`config.mk`:
```
export PLATFORM = sky130hd
export DESIGN_NAME = cae_exec
export DESIGN_NICKNAME = d
export VERILOG_FILES = /design/src/rtl/cae_pkg.sv /design/src/rtl/cae_mul.sv /design/src/rtl/cae_exec.sv
export VERILOG_INCLUDE_DIRS = /design/src /design/src/rtl
export SDC_FILE = /design/constraint.sdc
export NUM_CORES = 1
export LEC_CHECK = 0
export BUFFER_PORTS_ARGS = -buffer_cell sky130_fd_sc_hd__buf_2
export CORE_MARGIN = 1.5
export CORE_UTILIZATION = 55
export DETAILED_ROUTE_END_ITERATION = 8
export HOLD_SLACK_MARGIN = 0.05
export PLACE_DENSITY = 0.76
export SLEW_MARGIN = 20
export SYNTH_ARGS = -nofsm -noshare
export SYNTH_HDL_FRONTEND = slang
export SYNTH_SLANG_ARGS = --single-unit
```
`constraint.sdc`:
```
create_clock -name REF_CLK -period 9.4 [get_ports REF_CLK]
set_input_delay 1.41 -clock REF_CLK [delete_from_list [all_inputs] [get_ports REF_CLK]]
set_output_delay 1.41 -clock REF_CLK [all_outputs]
set_load 0.005 [all_outputs]
```
`src/rtl/cae_defines.svh`:
```
// holds offsets, flag positions, reset values and cycle counts of the executor
// assumes inclusion by bare name from every design file that needs them
//
// Overview of operation
// - add-with-carry writes source plus destination plus carry; flags Z,C,N,V,H; 1 cycle.
// - add_imm_word adds constant to register pair; flags Z,C,N,V,S; 2 cycles.
// - sub_imm_word subtracts constant from register pair; flags Z,C,N,V,S; 2 cycles.
// - sub_borrow_op stores destination minus source minus carry; Z,C,N,V,H; 1 cycle.
// - sub_borrow_imm_op stores destination minus constant minus carry; Z,C,N,V,H; 1 cycle.
// - and_imm_op ANDs destination with constant; flags Z,N,V only; 1 cycle.
// - or_imm_op ORs destination with constant; flags Z,N,V only; 1 cycle.
// - bit_clear_op ANDs with 0xFF minus constant; flags Z,N,V; 1 cycle.
// - bit_set_op ORs destination with constant mask; flags Z,N,V; 1 cycle.
// - zero_minus_test ANDs register with itself, value kept; flags Z,N,V; 1 cycle.
// - mixed_sign_multiply puts signed-by-unsigned product in product_pair; Z,C; 2 cycles.
// - fractional multiply shifts product left one before product_pair; Z,C; 2 cycles.
// - indirect_jump_op loads PC from Z pointer; flags kept; 2 cycles.
// - indirect_subroutine_op calls address in Z pointer; flags kept; 3 cycles.
// - compare_skip_eq skips next instruction when registers equal; 1/2/3 cycles.
// - compare_imm_op computes register minus constant, not stored; Z,N,V,C,H; 1 cycle.
// - skip_reg_bit_low skips next instruction when selected register bit is 0.
// - skip_reg_bit_high skips next instruction when selected register bit is 1.
// - skip_io_bit_low skips next instruction when selected I/O bit is 0.
// - direct jump (3) and direct call (4) exist only on 16K and 32K variants.
`ifndef CAE_DEFINES_SVH
`define CAE_DEFINES_SVH

// ****************************************
// status flag positions
// ****************************************
`define CAE_FLAG_C 0
`define CAE_FLAG_Z 1
`define CAE_FLAG_N 2
`define CAE_FLAG_V 3
`define CAE_FLAG_S 4
`define CAE_FLAG_H 5
`define CAE_SREG_RESET 8'h00

// ****************************************
// fixed operands and cycle counts
// ****************************************
`define CAE_BYTE_ONES 8'hFF
`define CAE_PRODUCT_PAIR_ADDR 5'h00
`define CAE_CYC_ONE 3'h1
`define CAE_CYC_TWO 3'h2
`define CAE_CYC_THREE 3'h3
`define CAE_CYC_FOUR 3'h4
`define CAE_SKIP_ONE_WORD 16'h0002
`define CAE_SKIP_TWO_WORD 16'h0003

`endif

```
`src/rtl/cae_pkg.sv`:
```
// types shared by the executor and its testbench
// assumes a pre-decoded instruction with operand values already read
package cae_pkg;

    typedef enum logic [4:0] {
        OP_NONE,
        OP_ADD_CARRY,
        OP_ADD_IMM_WORD,
        OP_SUB_IMM_WORD,
        OP_SUB_BORROW,
        OP_SUB_BORROW_IMM,
        OP_AND_IMM,
        OP_OR_IMM,
        OP_BIT_CLEAR,
        OP_BIT_SET,
        OP_ZERO_MINUS_TEST,
        OP_MIXED_MUL,
        OP_FRAC_MIXED_MUL,
        OP_INDIRECT_JUMP,
        OP_INDIRECT_SUB,
        OP_DIRECT_JUMP,
        OP_DIRECT_SUB,
        OP_COMPARE_SKIP_EQ,
        OP_COMPARE_IMM,
        OP_SKIP_REG_BIT_LOW,
        OP_SKIP_REG_BIT_HIGH,
        OP_SKIP_IO_BIT_LOW
    } cae_op_e;

    typedef struct packed {
        cae_op_e op;
        logic [4:0] rd_addr;
        logic [7:0] rd_val;
        logic [7:0] rr_val;
        logic [7:0] rdh_val;
        logic [7:0] imm;
        logic [2:0] bit_sel;
        logic [7:0] io_val;
        logic [15:0] z_ptr;
        logic [15:0] pc;
        logic [15:0] target;
        logic next_two_word;
    } cae_instr_s;

    typedef struct packed {
        logic valid;
        logic wide;
        logic [4:0] addr;
        logic [15:0] data;
    } cae_wb_s;

    typedef struct packed {
        logic load;
        logic [15:0] value;
    } cae_pc_s;

endpackage : cae_pkg

```
`src/rtl/cae_mul.sv`:
```
// two-cycle 8x8 multiplier with per-operand sign and fractional shift
// assumes start is a one-cycle strobe; product is read one cycle later
`timescale 1ns/1ps
`default_nettype none
`include "cae_defines.svh"

module cae_mul (
    // clock and reset
    input wire logic clk,
    input wire logic rst_n,
    // operands
    input wire logic start,
    input wire logic [7:0] a,
    input wire logic [7:0] b,
    input wire logic a_signed,
    input wire logic b_signed,
    input wire logic frac,
    // result
    output var logic [15:0] product_reg,
    output var logic carry_reg
);

    logic signed [17:0] full;
    logic [15:0] raw;

    // nine-bit extension lets one signed multiplier serve all sign mixes
    assign full = $signed({a_signed & a[7], a}) * $signed({b_signed & b[7], b});
    assign raw = full[15:0];

    always_ff @(posedge clk or negedge rst_n)
    begin
        if (!rst_n)
        begin
            product_reg <= 16'h0000;
            carry_reg <= 1'b0;
        end
        else if (start)
        begin
            product_reg <= frac ? {raw[14:0], 1'b0} : raw;
            carry_reg <= raw[15];
        end
    end
endmodule : cae_mul

`default_nettype wire

```
`src/rtl/cae_exec.sv`:
```
// arithmetic, logic, multiply, jump, call, compare and skip executor
// assumes operands are read outside and results written back outside
`timescale 1ns/1ps
`default_nettype none
`include "cae_defines.svh"

module cae_exec #(
    parameter int FLASH_KB = 32
) (
    // clock and reset
    input wire logic REF_CLK,
    input wire logic RST_N,
    // instruction stream
    input wire logic INSTR_VALID,
    input wire cae_pkg::cae_instr_s INSTR,
    output var logic INSTR_READY,
    output var logic DONE,
    output var logic ILLEGAL_OP,
    // results
    output var cae_pkg::cae_wb_s WB,
    output var cae_pkg::cae_pc_s PC_OUT,
    output var cae_pkg::cae_pc_s PUSH,
    output var logic [7:0] SREG
);

    // ****************************************
    // elaboration checks
    // ****************************************
    if (FLASH_KB != 16 && FLASH_KB != 32 && FLASH_KB != 64)
    begin : g_bad_flash
        $error("FLASH_KB must be 16, 32 or 64");
    end

    // absolute jumps only fit the smaller program spaces
    localparam logic DIRECT_OK = (FLASH_KB == 16) || (FLASH_KB == 32);

    // ****************************************
    // reset release
    // ****************************************
    logic [1:0] rst_sync_reg;
    logic rst_n_i;

    always_ff @(posedge REF_CLK or negedge RST_N)
    begin
        if (!RST_N)
            rst_sync_reg <= 2'h0;
        else
            rst_sync_reg <= {rst_sync_reg[0], 1'b1};
    end

    assign rst_n_i = rst_sync_reg[1];

    // ****************************************
    // helpers
    // ****************************************
    function automatic logic skip_taken(input cae_pkg::cae_instr_s i);
        case (i.op)
            cae_pkg::OP_COMPARE_SKIP_EQ: skip_taken = (i.rd_val == i.rr_val);
            cae_pkg::OP_SKIP_REG_BIT_LOW: skip_taken = !i.rr_val[i.bit_sel];
            cae_pkg::OP_SKIP_REG_BIT_HIGH: skip_taken = i.rr_val[i.bit_sel];
            cae_pkg::OP_SKIP_IO_BIT_LOW: skip_taken = !i.io_val[i.bit_sel];
            default: skip_taken = 1'b0;
        endcase
    endfunction : skip_taken

    function automatic logic [2:0] cycles_of(input cae_pkg::cae_instr_s i);
        case (i.op)
            cae_pkg::OP_ADD_IMM_WORD,
            cae_pkg::OP_SUB_IMM_WORD,
            cae_pkg::OP_MIXED_MUL,
            cae_pkg::OP_FRAC_MIXED_MUL,
            cae_pkg::OP_INDIRECT_JUMP: cycles_of = `CAE_CYC_TWO;
            cae_pkg::OP_INDIRECT_SUB: cycles_of = `CAE_CYC_THREE;
            cae_pkg::OP_DIRECT_JUMP: cycles_of = DIRECT_OK ? `CAE_CYC_THREE : `CAE_CYC_ONE;
            cae_pkg::OP_DIRECT_SUB: cycles_of = DIRECT_OK ? `CAE_CYC_FOUR : `CAE_CYC_ONE;
            cae_pkg::OP_COMPARE_SKIP_EQ,
            cae_pkg::OP_SKIP_REG_BIT_LOW,
            cae_pkg::OP_SKIP_REG_BIT_HIGH,
            cae_pkg::OP_SKIP_IO_BIT_LOW:
            begin
                if (!skip_taken(i))
                    cycles_of = `CAE_CYC_ONE;
                else if (i.next_two_word)
                    cycles_of = `CAE_CYC_THREE;
                else
                    cycles_of = `CAE_CYC_TWO;
            end
            default: cycles_of = `CAE_CYC_ONE;
        endcase
    endfunction : cycles_of

    // byte add/subtract flags; only H,V,N,Z,C are touched
    function automatic logic [7:0] arith_flags(input logic [7:0] old, input logic [7:0] a,
        input logic [7:0] b, input logic [7:0] r, input logic sub);
        logic [7:0] f;
        f = old;
        if (sub)
        begin
            f[`CAE_FLAG_H] = (!a[3] & b[3]) | (b[3] & r[3]) | (r[3] & !a[3]);
            f[`CAE_FLAG_C] = (!a[7] & b[7]) | (b[7] & r[7]) | (r[7] & !a[7]);
            f[`CAE_FLAG_V] = (a[7] & !b[7] & !r[7]) | (!a[7] & b[7] & r[7]);
        end
        else
        begin
            f[`CAE_FLAG_H] = (a[3] & b[3]) | (b[3] & !r[3]) | (!r[3] & a[3]);
            f[`CAE_FLAG_C] = (a[7] & b[7]) | (b[7] & !r[7]) | (!r[7] & a[7]);
            f[`CAE_FLAG_V] = (a[7] & b[7] & !r[7]) | (!a[7] & !b[7] & r[7]);
        end
        f[`CAE_FLAG_N] = r[7];
        f[`CAE_FLAG_Z] = (r == 8'h00);
        arith_flags = f;
    endfunction : arith_flags

    function automatic logic [7:0] logic_flags(input logic [7:0] old, input logic [7:0] r);
        logic [7:0] f;
        f = old;
        f[`CAE_FLAG_V] = 1'b0;
        f[`CAE_FLAG_N] = r[7];
        f[`CAE_FLAG_Z] = (r == 8'h00);
        logic_flags = f;
    endfunction : logic_flags

    // word flags Z,C,N,V,S from the high byte before and the result
    function automatic logic [7:0] word_flags(input logic [7:0] old, input logic hi7,
        input logic [15:0] r, input logic sub);
        logic [7:0] f;
        f = old;
        f[`CAE_FLAG_V] = sub ? (hi7 & !r[15]) : (!hi7 & r[15]);
        f[`CAE_FLAG_C] = sub ? (r[15] & !hi7) : (!r[15] & hi7);
        f[`CAE_FLAG_N] = r[15];
        f[`CAE_FLAG_Z] = (r == 16'h0000);
        f[`CAE_FLAG_S] = r[15] ^ f[`CAE_FLAG_V];
        word_flags = f;
    endfunction : word_flags

    // ****************************************
    // sequencing
    // ****************************************
    logic accept;
    logic finish;
    logic busy_reg;
    logic [2:0] cnt_reg;
    logic [2:0] cyc_in;
    cae_pkg::cae_instr_s cur_reg;
    cae_pkg::cae_instr_s exe;

    assign accept = INSTR_VALID && INSTR_READY;
    assign cyc_in = cycles_of(INSTR);
    assign exe = accept ? INSTR : cur_reg;
    assign finish = (accept && cyc_in == `CAE_CYC_ONE) || (busy_reg && cnt_reg == `CAE_CYC_ONE);

    always_ff @(posedge REF_CLK or negedge rst_n_i)
    begin
        if (!rst_n_i)
        begin
            busy_reg <= 1'b0;
            cnt_reg <= 3'h0;
            INSTR_READY <= 1'b0;
        end
        else if (accept && cyc_in != `CAE_CYC_ONE)
        begin
            busy_reg <= 1'b1;
            cnt_reg <= cyc_in - `CAE_CYC_ONE;
            INSTR_READY <= 1'b0;
        end
        else if (busy_reg && cnt_reg == `CAE_CYC_ONE)
        begin
            busy_reg <= 1'b0;
            cnt_reg <= 3'h0;
            INSTR_READY <= 1'b1;
        end
        else if (busy_reg)
            cnt_reg <= cnt_reg - `CAE_CYC_ONE;
        else
            INSTR_READY <= 1'b1;
    end

    // operands held so the final cycle can compute from them
    always_ff @(posedge REF_CLK or negedge rst_n_i)
    begin
        if (!rst_n_i)
            cur_reg <= '0;
        else if (accept)
            cur_reg <= INSTR;
    end

    // ****************************************
    // multiplier
    // ****************************************
    logic mul_frac;
    logic [15:0] mul_prod;
    logic mul_carry;

    assign mul_frac = (INSTR.op == cae_pkg::OP_FRAC_MIXED_MUL);

    cae_mul u_mul (
        .clk(REF_CLK),
        .rst_n(rst_n_i),
        .start(accept),
        .a(INSTR.rd_val),
        .b(INSTR.rr_val),
        .a_signed(1'b1),
        .b_signed(1'b0),
        .frac(mul_frac),
        .product_reg(mul_prod),
        .carry_reg(mul_carry)
    );

    // ****************************************
    // execute
    // ****************************************
    logic [7:0] d;
    logic [7:0] k;
    logic [7:0] cin;
    logic [7:0] r8;
    logic [15:0] pair;
    logic [15:0] r16;
    logic [7:0] f_next;
    logic wr;
    logic wide;
    logic pcl;
    logic psh;
    logic ill;
    logic [15:0] pcv;
    logic [15:0] pshv;

    assign d = exe.rd_val;
    assign k = exe.imm;
    assign cin = {7'h00, SREG[`CAE_FLAG_C]};
    assign pair = {exe.rdh_val, exe.rd_val};

    always_comb
    begin
        r8 = 8'h00;
        r16 = 16'h0000;
        f_next = SREG;
        wr = 1'b0;
        wide = 1'b0;
        pcl = 1'b0;
        psh = 1'b0;
        ill = 1'b0;
        pcv = 16'h0000;
        pshv = 16'h0000;
        case (exe.op)
            cae_pkg::OP_ADD_CARRY:
            begin
                r8 = d + exe.rr_val + cin;
                f_next = arith_flags(SREG, d, exe.rr_val, r8, 1'b0);
                wr = 1'b1;
            end
            cae_pkg::OP_SUB_BORROW:
            begin
                r8 = d - exe.rr_val - cin;
                f_next = arith_flags(SREG, d, exe.rr_val, r8, 1'b1);
                wr = 1'b1;
            end
            cae_pkg::OP_SUB_BORROW_IMM:
            begin
                r8 = d - k - cin;
                f_next = arith_flags(SREG, d, k, r8, 1'b1);
                wr = 1'b1;
            end
            cae_pkg::OP_COMPARE_IMM:
            begin
                r8 = d - k;
                f_next = arith_flags(SREG, d, k, r8, 1'b1);
            end
            cae_pkg::OP_ADD_IMM_WORD:
            begin
                r16 = pair + {8'h00, k};
                f_next = word_flags(SREG, exe.rdh_val[7], r16, 1'b0);
                wr = 1'b1;
                wide = 1'b1;
            end
            cae_pkg::OP_SUB_IMM_WORD:
            begin
                r16 = pair - {8'h00, k};
                f_next = word_flags(SREG, exe.rdh_val[7], r16, 1'b1);
                wr = 1'b1;
                wide = 1'b1;
            end
            cae_pkg::OP_AND_IMM,
            cae_pkg::OP_OR_IMM,
            cae_pkg::OP_BIT_SET,
            cae_pkg::OP_BIT_CLEAR,
            cae_pkg::OP_ZERO_MINUS_TEST:
            begin
                if (exe.op == cae_pkg::OP_AND_IMM)
                    r8 = d & k;
                else if (exe.op == cae_pkg::OP_BIT_CLEAR)
                    r8 = d & (`CAE_BYTE_ONES - k);
                else if (exe.op == cae_pkg::OP_ZERO_MINUS_TEST)
                    r8 = d & d;
                else
                    r8 = d | k;
                f_next = logic_flags(SREG, r8);
                wr = 1'b1;
            end
            cae_pkg::OP_MIXED_MUL,
            cae_pkg::OP_FRAC_MIXED_MUL:
            begin
                r16 = mul_prod;
                f_next[`CAE_FLAG_Z] = (mul_prod == 16'h0000);
                f_next[`CAE_FLAG_C] = mul_carry;
                wr = 1'b1;
                wide = 1'b1;
            end
            cae_pkg::OP_INDIRECT_JUMP:
            begin
                pcl = 1'b1;
                pcv = exe.z_ptr;
            end
            cae_pkg::OP_INDIRECT_SUB:
            begin
                pcl = 1'b1;
                pcv = exe.z_ptr;
                psh = 1'b1;
                pshv = exe.pc + 16'h0001;
            end
            cae_pkg::OP_DIRECT_JUMP,
            cae_pkg::OP_DIRECT_SUB:
            begin
                // larger variants refuse the absolute forms
                pcl = DIRECT_OK;
                ill = !DIRECT_OK;
                pcv = exe.target;
                psh = DIRECT_OK && exe.op == cae_pkg::OP_DIRECT_SUB;
                pshv = exe.pc + 16'h0002;
            end
            cae_pkg::OP_COMPARE_SKIP_EQ,
            cae_pkg::OP_SKIP_REG_BIT_LOW,
            cae_pkg::OP_SKIP_REG_BIT_HIGH,
            cae_pkg::OP_SKIP_IO_BIT_LOW:
            begin
                pcl = skip_taken(exe);
                pcv = exe.pc + (exe.next_two_word ? `CAE_SKIP_TWO_WORD : `CAE_SKIP_ONE_WORD);
            end
            default:
            begin
                f_next = SREG;
            end
        endcase
    end

    // ****************************************
    // result registers
    // ****************************************
    always_ff @(posedge REF_CLK or negedge rst_n_i)
    begin
        if (!rst_n_i)
        begin
            WB <= '0;
            DONE <= 1'b0;
            ILLEGAL_OP <= 1'b0;
        end
        else
        begin
            DONE <= finish;
            ILLEGAL_OP <= finish && ill;
            WB.valid <= finish && wr;
            WB.wide <= wide;
            WB.addr <= wide && r16 == mul_prod && exe.op inside {cae_pkg::OP_MIXED_MUL,
                cae_pkg::OP_FRAC_MIXED_MUL} ? `CAE_PRODUCT_PAIR_ADDR : exe.rd_addr;
            WB.data <= wide ? r16 : {8'h00, r8};
        end
    end

    always_ff @(posedge REF_CLK or negedge rst_n_i)
    begin
        if (!rst_n_i)
        begin
            PC_OUT <= '0;
            PUSH <= '0;
        end
        else
        begin
            PC_OUT.load <= finish && pcl;
            PC_OUT.value <= pcv;
            PUSH.load <= finish && psh;
            PUSH.value <= pshv;
        end
    end

    always_ff @(posedge REF_CLK or negedge rst_n_i)
    begin
        if (!rst_n_i)
            SREG <= `CAE_SREG_RESET;
        else if (finish)
            SREG <= f_next;
    end
endmodule : cae_exec

`default_nettype wire

```
-- Yosys cells after proc, flatten, opt, wreduce, memory -nomap -nowiden
Cells that the tools add are included.
- bits in registers: 190
- bits in latches: 0
- bits in writable memories: 0
- memory bits (read-only): 0
- output and inout port bits: 68
- logic and storage cells: 258
- memories: 0
- add/sub/neg operators: 14
- multipliers: 1
- divide/modulo/power cells: 0
- magnitude comparators: 2
- equal/unequal tests: 40
- shift-type cells: 0
- multiplexer cells: 41
- bitwise gates (word level): 70
- reductions and logical operators: 58
- operator list (operator ; number):
    102-bit 2-to-1 mux ; 1
    16-bit one-hot mux with 3 select lines ; 2
    5-bit by 4-bit equality test with 1-bit output, second input constant ; 13
    5-bit equality test, second input constant ; 11
    16-bit logical NOT ; 3
    8-bit logical NOT ; 5
    8-bit one-hot mux with 5 select lines ; 1
    1-bit AND ; 37
    16-bit 2-to-1 mux ; 2
    8-bit 2-to-1 mux ; 4
    16-bit one-hot mux with 2 select lines ; 1
    4-bit one-hot mux with 7 select lines ; 1
    8-bit AND ; 3
    5-bit by 2-bit equality test with 1-bit output, second input constant ; 4
    5-bit by 3-bit equality test with 1-bit output, second input constant ; 4
    1-bit OR ; 20
    16-bit by 1-bit adder with 16-bit output, second input constant ; 1
    16-bit by 2-bit adder with 16-bit output ; 1
    16-bit by 2-bit adder with 16-bit output, second input constant ; 1
    16-bit by 8-bit adder with 16-bit output ; 1
    16-bit equality test ; 1
    8-bit equality test ; 2
    1-bit logical NOT ; 16
    8-bit by 9-bit multiplier with 16-bit output ; 1
    38 further kinds ; 90

-- Depth between registers and ports, before layout
Gate-level depths: netlist (run 1).
- depth after elaboration: 11
- depth in mapped cells: 27

-- Cells and area by module
A second synthesis (run 1) with hierarchy kept.
- cell total of the unflattened synthesis: 1690
- area total of the unflattened synthesis: 14914.3 um^2
- modules (own cells, without submodules) (module ; times used ; cells an instance ; area each (um^2)):
    cae_exec ; 1 ; 1296 ; 11379.7
    cae_mul ; 1 ; 394 ; 3534.6

-- Worst setup path after synthesis (run 1)
OpenSTA, ideal clock, no wires.
- path type: input-to-reg
- start point: in INSTR_VALID
- end point: reg SREG[1]
- arrival time: 5.921 ns
- slack: 3.395 ns
- stages on the path: 26
- buffers on the path: 6
- cells stage by stage: buf_6 > nand2_8 > buf_6 > buf_6 > buf_2 > buf_2 > buf_1 > mux2i_1 > inv_1 > ha_1 > a21oi_1 > a211oi_1 > o31ai_2 > o21bai_1 > and4_1 > nor2_1 > nor3_1 > ha_1 > nand2_1 > nor3_1 > nand3_1 > nor2_1 > nand3_1 > nand3b_1 > a211o_1 > a41oi_2
- word-level cells in the longest chain between the ends: 9
- elaborated cells on any way between the ends: 46
- classes of those cells: add/sub: 9; eq/ne: 13; mux: 6; bitwise: 4; reduce/logical: 14
- ends and longest elaborated chain (what ; line ; source):
    start: declaration ; cae_exec.sv:14 ; input wire logic INSTR_VALID,
    1-bit logical AND (*) ; cae_exec.sv:147 ; assign accept = INSTR_VALID && INSTR_READY;
    parallel branches: the longest is 8 deep, another holds 8-bit subtractor ; n/a ;
    end signal: assignment ; cae_exec.sv:387 ; SREG <= `CAE_SREG_RESET;
    end signal: assignment ; cae_exec.sv:389 ; SREG <= f_next;
    end: declaration ; cae_exec.sv:23 ; output var logic [7:0] SREG
Every way passes the cells marked *. The select of a mux whose other input is x is not followed.
A chain may end at the register's enable or synchronous reset.

==> metrics.md, run 1 <==
| Metric | Value |
|---|---|
| RSZ-0062 raised after global routing | false |
| Largest net degree at the start of global routing | 93 |
| Clk buf depth | 2 |
| GR Layer Usage met2 | 0.499 |
| Routed WL | 43.8 mm |
| Most used cell along the critical path | nand3_1 |
| Commonest non-fill, non-tap cells in the layout | 323 x nand2_1, 189 x dfrtp_1, 169 x buf_2 |
| Final setup viols | 0 |
| Crit. path cell count | 21 |
| Flops & latches, synth | 190 |
| CP Data Arrival Time | 6.45 ns |
| Nets | 2033 |
| DIE WIDTH | 165 um |
| Max-slew headroom | 0.319 |
| Post-synth EDFFs | 0 |
| Max rail drop VDD | 0.000208 V |
| Initial antenna violation count | 0 |
| Critical path endpoint category | flip-flop |
| Syn_area_per_cell | 8.80 um2 |
| ANT cells | 0 |
| Vias per inst | 6.05 |
| Critical Path RT | 9.77 ns |
| Final hold violations | 0 |
| LEAKAGE | 7.97 nW |
| Hold buffers post-CTS | 0 |
| Final Critical Period | 6.08 ns |
| Vias | 12900 |
| DRT iter0 DRCs | 1320 |
| Placeable Area | 0.0259 mm2 |
| Worst path slowest cell | mux2i_1 |
| Vias in the first global route | 12300 |
| CTS Sinks | 190 |
| Root Driver | clkbuf_16 |
| Fmax | 164 MHz |
| Crit path largest cell delay | 0.66 ns |
| Mux share of post-synthesis cell area | 0.0575 |
| Most used DFF post-synth | dfrtp_1 |
| RePlAce Congestion | 1.02 |
| Critical Path Start Type | input port |
| Period utilisation layout | 0.647 |
| DP Cell Count | 2098 |
| Boundary pin count | 173 |
| Commonest non-fill, non-tap cell in the layout | nand2_1 |
| Layout Skew | 0.0184 ns |
| Simple-Gate Fraction of Synth Area | 0.205 |
| Status | finished, final reports clean |
| Buf/Inv on CP | 2 |
| Worst-path clk slew | 0.09 ns |
| Slew Viols, Final | 0 |
| First-pass GRT wire length | 67.5 mm |
| Max FO, Critical Path | 92 |
| Post-synth ARST share | 1.00 |
| Area share of fa/ha/maj cells after synthesis | 0.151 |
| Cell Pwr Density | 344 mW/mm2 |
| Final setup TNS | 0 ns |
| FP Rows | 59 |
| Max reg flops | 102 |
| Drt pass-1 iters | 7 |
| Post-route ant nets | 0 |
| Ys Warns | 0 |
| Gr busiest metal | met2 |
| Mean routed wirelength per cell | 20.6 um |
| Non-filler cells, final | 2130 |
| Share of layout cells above drive strength 1 | 0.158 |
| Worst-skew pair later-pin latency | 0.45 ns |
| CP cell instances | buf_2, nand2_8, mux2i_1, inv_1, ha_1, nand3_1, a211oi_1, o31ai_2, o21bai_1, and4_1, nor2_1, nor3_1, ha_1, nand2_1, nor3_1, nand3_1, nor2_1, nand3_1, nand3b_1, a211o_1, a41oi_2 |
| Cells after Synth | 1644 |
| Post-synthesis xor/xnor area fraction | 0.0471 |
| R2R depth | 17 |
| CTS buffer count | 17 |
| Layout area overhead | 11.5% |
| Mapped Area | 0.0145 mm2 |
| Grt total ovfl | 0 |
| DPL Wire Length | 33.7 mm |
| CP top delay family | simple AND/OR/NAND/NOR gates |
| Largest family of logic cells by synthesized area | simple AND/OR/NAND/NOR gates |
| All-Layer GR Usage | 0.327 |
| Cell variety after synth | 97 |
| Post-CTS Setup Bufs | 0 |
| Critical path class | input port to flip-flop |
| Post-CTS sizing | 0 |
| Die ar. | 0.0273 mm2 |
| Initial Util | 0.558 |
| H-tree depth | 4 |
| CTS tree | yes |
| PortBufs | 169 |
| Grt met1 use | 0.460 |
| Die Height | 165 um |
| DRC viols | 0 |
| Max-Cap Viols | 0 |
| Worst-Margin Slew | 1.02 ns |
| Hold Path Class | flip-flop to async pin |
| Post-synthesis compound-gate area fraction | 0.150 |
| Sequential area share after synthesis | 0.329 |
| Met3 Use GR | 0.0519 |
## Yosys cell counts, types with 6 or more instances
cell type  count  area (um2)
nand2b_1      22         138
inv_1        136         510
o22ai_1       14        87.6
xnor2_1       61         534
and3_1        13        81.3
or3_1          9        56.3
mux2_2        10         113
xor2_1        13         114
buf_4          6        45.0
nor4_1        11        68.8
mux2i_1       50         500
or2_2          6        37.5
o211ai_1      11        82.6
and2_1        33         206
dfrtp_1      190        4750
a22oi_1       14         105
fa_1          44         881
nand3_1       29         145
a221o_1       18         180
o21bai_1       6        45.0
o21ai_0       60         300
buf_6          9         101
o21a_1        12        90.1
o31ai_1        8        60.1
buf_1          9        33.8
nand4b_1       6        52.6
nor3_1        27         135
buf_2         12        60.1
a21oi_1       69         345
a31oi_1       20         125
ha_1         102        1280
nand2_1      323        1210
nor2b_1       12        75.1
nand4_1       10        62.6
o221ai_1       7        61.3
a211oi_1       9        67.6
nor2_1       106         398
clkbuf_1      28         105
## final cells by class
type	count	area, um2
clock buffer	17	425
clock inverter	15	211
fill	2334	9780
inverter	139	522
multi-input combinational	1252	8850
sequential	190	4760
tap	335	419
timing repair buffer	182	943
## metrics by stage
step	power [W]	instance area (um2)	worst slack (ns)	utilization	hold WS, ns
floorplan	0.00369	14500	3.40	-	0.331
global placement	0.00465	15500	3.12	0.598	0.237
detailed placement	0.00469	15500	2.94	0.598	0.242
CTS	0.00549	16100	3.40	0.623	0.250
global route	0.00593	16100	2.94	0.623	0.273
finish	0.00556	16100	3.32	0.623	0.237
## report_power, final
part           switching [W]  internal (W)  total (W)
clock               0.000405      0.000374   0.000779
combinational        0.00220       0.00125    0.00345
sequential          0.000185       0.00114    0.00133
total                0.00279       0.00276    0.00556
## final timing paths
| kind | start | to | slack, ns |
|---|---|---|---|
| setup / recovery | INSTR_VALID | SREG[1] | 3.32 |
| hold / removal | rst_sync_reg[1] | cur_reg[31] | 0.24 |
| setup reg to reg | INSTR_READY | SREG[1] | 4.20 |
| hold reg to reg | rst_sync_reg[1] | cur_reg[31] | 0.24 |
| max in group asynchronous | rst_sync_reg[1] | SREG[1] | 7.38 |
| min in group REF_CLK | rst_sync_reg[0] | rst_sync_reg[1] | 0.36 |
## routing by layer
metal	vias to the layer above	routed length, um
met3	109	3860
met4	0	1570
met2	668	19600
met1	6188	18800
met5	-	0
li1	5917	-
## cell families after synthesis
group | after synthesis
AOI/OAI and AO/OA | 313
xor gates and xnor gates | 76
adders and majority gates | 148
buffers and inverters | 204
DFF | 190
muxes | 72
other | 2
and+or+nand+nor | 639
(Power assumes the default switching activity.)
==> inputs of run 2 (changes only) <==
- ABC_AREA: default -> 1
- clock period: 9.4 -> 5.8 ns (I/O delays scaled with it)
==> metrics.md, run 2 <==
| Metric | Value |
|---|---|
| Status | finished, final reports clean |
| Vias per inst | 5.58 (-7.8%) |
| Multi-input logic area | 0.00848 mm2 (-4.2%) |
| Layout Skew | 0.0234 ns (+0.00502 ns) |
| Max-Cap Viols | 0 (unchanged) |
| DRC viols | 0 (unchanged) |
| Ys Warns | 0 (unchanged) |
| Area share of fa/ha/maj cells after synthesis | 0.146 (-0.00486) |
| H-tree depth | 4 (unchanged) |
| Slew Viols, Final | 0 (unchanged) |
| DPL Wire Length | 35.3 mm (+4.9%) |
| Routed WL | 44.9 mm (+2.5%) |
| Share of layout cells above drive strength 1 | 0.150 (-0.00775) |
| Worst path slowest cell | fa_1 |
| Post-CTS sizing | 0 (unchanged) |
| Buf/Inv on CP | 6 (+4) |
| Most used DFF post-synth | dfrtp_1 |
| Total power | 0.00830 W (+49%) |
| Post-synth top cells | 589 x nand2_1, 324 x inv_1, 190 x dfrtp_1 |
| Launch point of the worst path | INSTR[91] |
| Simple-Gate Fraction of Synth Area | 0.292 (+0.0875) |
| Initial antenna violation count | 1 (+1) |
| Hold buffers post-CTS | 0 (unchanged) |
| Max-slew headroom | 0.424 (+0.105) |
| Clk buf depth | 2 (unchanged) |
| Synth top area cells | dfrtp_1 32%, nand2_1 15%, ha_1 8.6% |
| Nets | 2466 (+21%) |
| Post-route ant nets | 0 (unchanged) |
| RSZ-0062 raised after global routing | false |
| Crit path largest cell delay | 0.55 ns (-0.11 ns) |
| Final setup TNS | 0 ns (unchanged) |
| Die Height | 167 um (+1.2%) |
| Commonest non-fill, non-tap cells in the layout | 589 x nand2_1, 324 x inv_1, 189 x dfrtp_1 |
| Critical Path RT | 6.13 ns (-3.64 ns) |
| Period utilisation layout | 0.865 |
| Max FO, Critical Path | 8 (-91%) |
| CP top delay family | adder cells |
| R2R depth | 20 (+3) |
| Hold Path Class | input port to async pin |
| CP Data Arrival Time | 5.35 ns (-1.10 ns) |
| Final hold violations | 0 (unchanged) |
| Reg2reg start | INSTR_READY |
| Post-synth EDFFs | 0 (unchanged) |
| Layout area overhead | 12.1% |
| Final Critical Period | 5.01 ns |
| Sequential area share after synthesis | 0.321 (-0.00767) |
| Synth top area share | 0.321 (-0.00767) |
| Critical path endpoint category | flip-flop |
| Syn_area_per_cell | 7.18 um2 (-18%) |
| Post-synthesis compound-gate area fraction | 0.116 (-0.0342) |
| CTS tree | yes |
| Cell taking the most area after synthesis | dfrtp_1 |
| Post-CTS Setup Bufs | 0 (unchanged) |
| Placeable Area | 0.0262 mm2 (+1.1%) |
| Worst-path clk slew | 0.09 ns (about the same) |
| Mux share of post-synthesis cell area | 0.000760 (-0.0568) |
| Critical path endpoint | u_mul.product_reg[15] |
| Worst-skew pair later-pin latency | 0.46 ns (about the same) |
| Final setup viols | 0 (unchanged) |
| R2r endpoint | SREG[1] |
| Grt total ovfl | 0 (unchanged) |
| Largest family of logic cells by synthesized area | simple AND/OR/NAND/NOR gates |
| Post-synthesis xor/xnor area fraction | 0.0166 (-0.0305) |
| Critical path class | input port to flip-flop |
| Die ar. | 0.0279 mm2 (+2.3%) |
| Boundary pin count | 173 (unchanged) |
| Fmax | 199 MHz |
| Most frequent cell after synthesis | nand2_1 |
| # fillers | 2388 (+2.3%) |
| Root Driver | clkbuf_16 |
| Commonest non-fill, non-tap cell in the layout | nand2_1 |
| CTS Sinks | 190 (unchanged) |
| Crit. path cell count | 23 (+9.5%) |
| Vias | 14300 (+11%) |
| Vias in the first global route | 13700 (+11%) |
| Initial Util | 0.565 (+0.00689) |
| Max rail drop VDD | 0.000275 V (+32%) |
| CP cell instances | buf_2, inv_2, nor2_1, fa_1, inv_1, fa_1, inv_1, fa_1, inv_1, fa_1, inv_1, ha_1, nand2_1, nor3_1, a21oi_1, o21ai_0, a21oi_1, nor2_1, nor2_1, xor2_1, nand2_1, nand3_1, o21ai_0 |
| Reg-to-reg setup timing slack | 1.32 ns (-2.88 ns) |
| First-pass GRT wire length | 72.0 mm (+6.7%) |
| PortBufs | 169 (unchanged) |
| Critical Path Start Type | input port |
| Cell Pwr Density | 500 mW/mm2 (+45%) |
| RePlAce Congestion | 0.968 (-4.9%) |
| All-Layer GR Usage | 0.328 (+0.00129) |
| Largest net degree at the start of global routing | 67 (-28%) |
| LEAKAGE | 9.12 nW (+14%) |
| Worst-Margin Slew | 0.861 ns (-0.157 ns) |
| Drt pass-1 iters | 6 (-1) |
| Flops & latches, synth | 190 (unchanged) |
| Mean routed wirelength per cell | 17.5 um (-15%) |
| CTS buffer count | 17 (unchanged) |
| Max reg flops | 102 (unchanged) |
| FP Rows | 59 (unchanged) |
| DRT iter0 DRCs | 1289 (-2.3%) |
| Cell variety after synth | 64 (-34%) |
| Cells after Synth | 2062 (+25%) |
| Mapped Area | 0.0148 mm2 (+2.4%) |
| Seq. cell area | 0.00476 mm2 (unchanged) |
| Post-synth ARST share | 1.00 (unchanged) |
| ANT cells | 0 (unchanged) |
| DIE WIDTH | 167 um (+1.2%) |
==> run 2: changes by cell type in the layout (fill, tap and decap cells not counted), sizes merged, moves of 32 or more <==
| cell | previous run | this run |
|---|---|---|
| inv | 149 | 350 |
| mux2i | 57 | 0 |
| o21ai | 66 | 130 |
| or2 | 6 | 44 |
| nand3 | 30 | 138 |
| xnor2 | 63 | 8 |
| and2 | 33 | 1 |
| nand2 | 324 | 612 |
| nor2 | 109 | 157 |
==> run 2: how the worst min path moves through the flow <==
stage | endpoint | slack (ns)
2_1_floorplan | rst_sync_reg[1] | 0.33
3_3_place_gp | rst_sync_reg[1] | 0.34
3_5_place_dp | rst_sync_reg[1] | 0.34
4_1_cts | rst_sync_reg[0] | 0.17
5_1_grt | rst_sync_reg[0] | 0.16
6_report | rst_sync_reg[0] | 0.17
==> run 2: metrics by stage <==
| step | cell area (um2) | worst slack (ns) | utilization | hold WS, ns | instances |
|---|---|---|---|---|---|
| after floorplan | 14800 | 0.114 | - | 0.331 | 2064 |
| after global placement | 15900 | 0.480 | 0.609 | 0.343 | 2531 |
| after detailed placement | 15900 | 0.366 | 0.609 | 0.341 | 2531 |
| after CTS | 16600 | 0.841 | 0.633 | 0.166 | 2563 |
| after global routing | 16600 | 0.519 | 0.633 | 0.159 | 2563 |
| final | 16600 | 0.786 | 0.633 | 0.166 | 2563 |
==> run 2: kinds of logic after synthesis <==
logic type | count (synthesis)
adders and majority gates | 146
AOI/OAI and AO/OA | 288
DFF | 190
and+or+nand+nor | 1007
xor gates and xnor gates | 28
buffers and inverters | 400
muxes | 1
other | 2
==> run 2: routing by layer <==
metal,share of wire,GRT usage,up-vias
met1,0.43,0.447,6712
li1,-,-,6853
met4,0.033,0.118,2
met3,0.083,0.0689,105
met5,0.00029,0,-
met2,0.45,0.518,627
==> run 2: final cells by class <==
type,count,share of cell area
Timing Repair Buffer,191,0.0609
Multi-Input combinational cell,1474,0.511
Inverter,341,0.0772
Sequential cell,190,0.287
Clock buffer,17,0.0256
Clock inverter,15,0.0136
Tap cell,335,0.0252
==> run 2: report_power, final <==
group,total (W),switching (W),internal (W)
clock network,0.00131,0.000690,0.000619
logic,0.00500,0.00341,0.00160
registers,0.00199,0.000183,0.00181
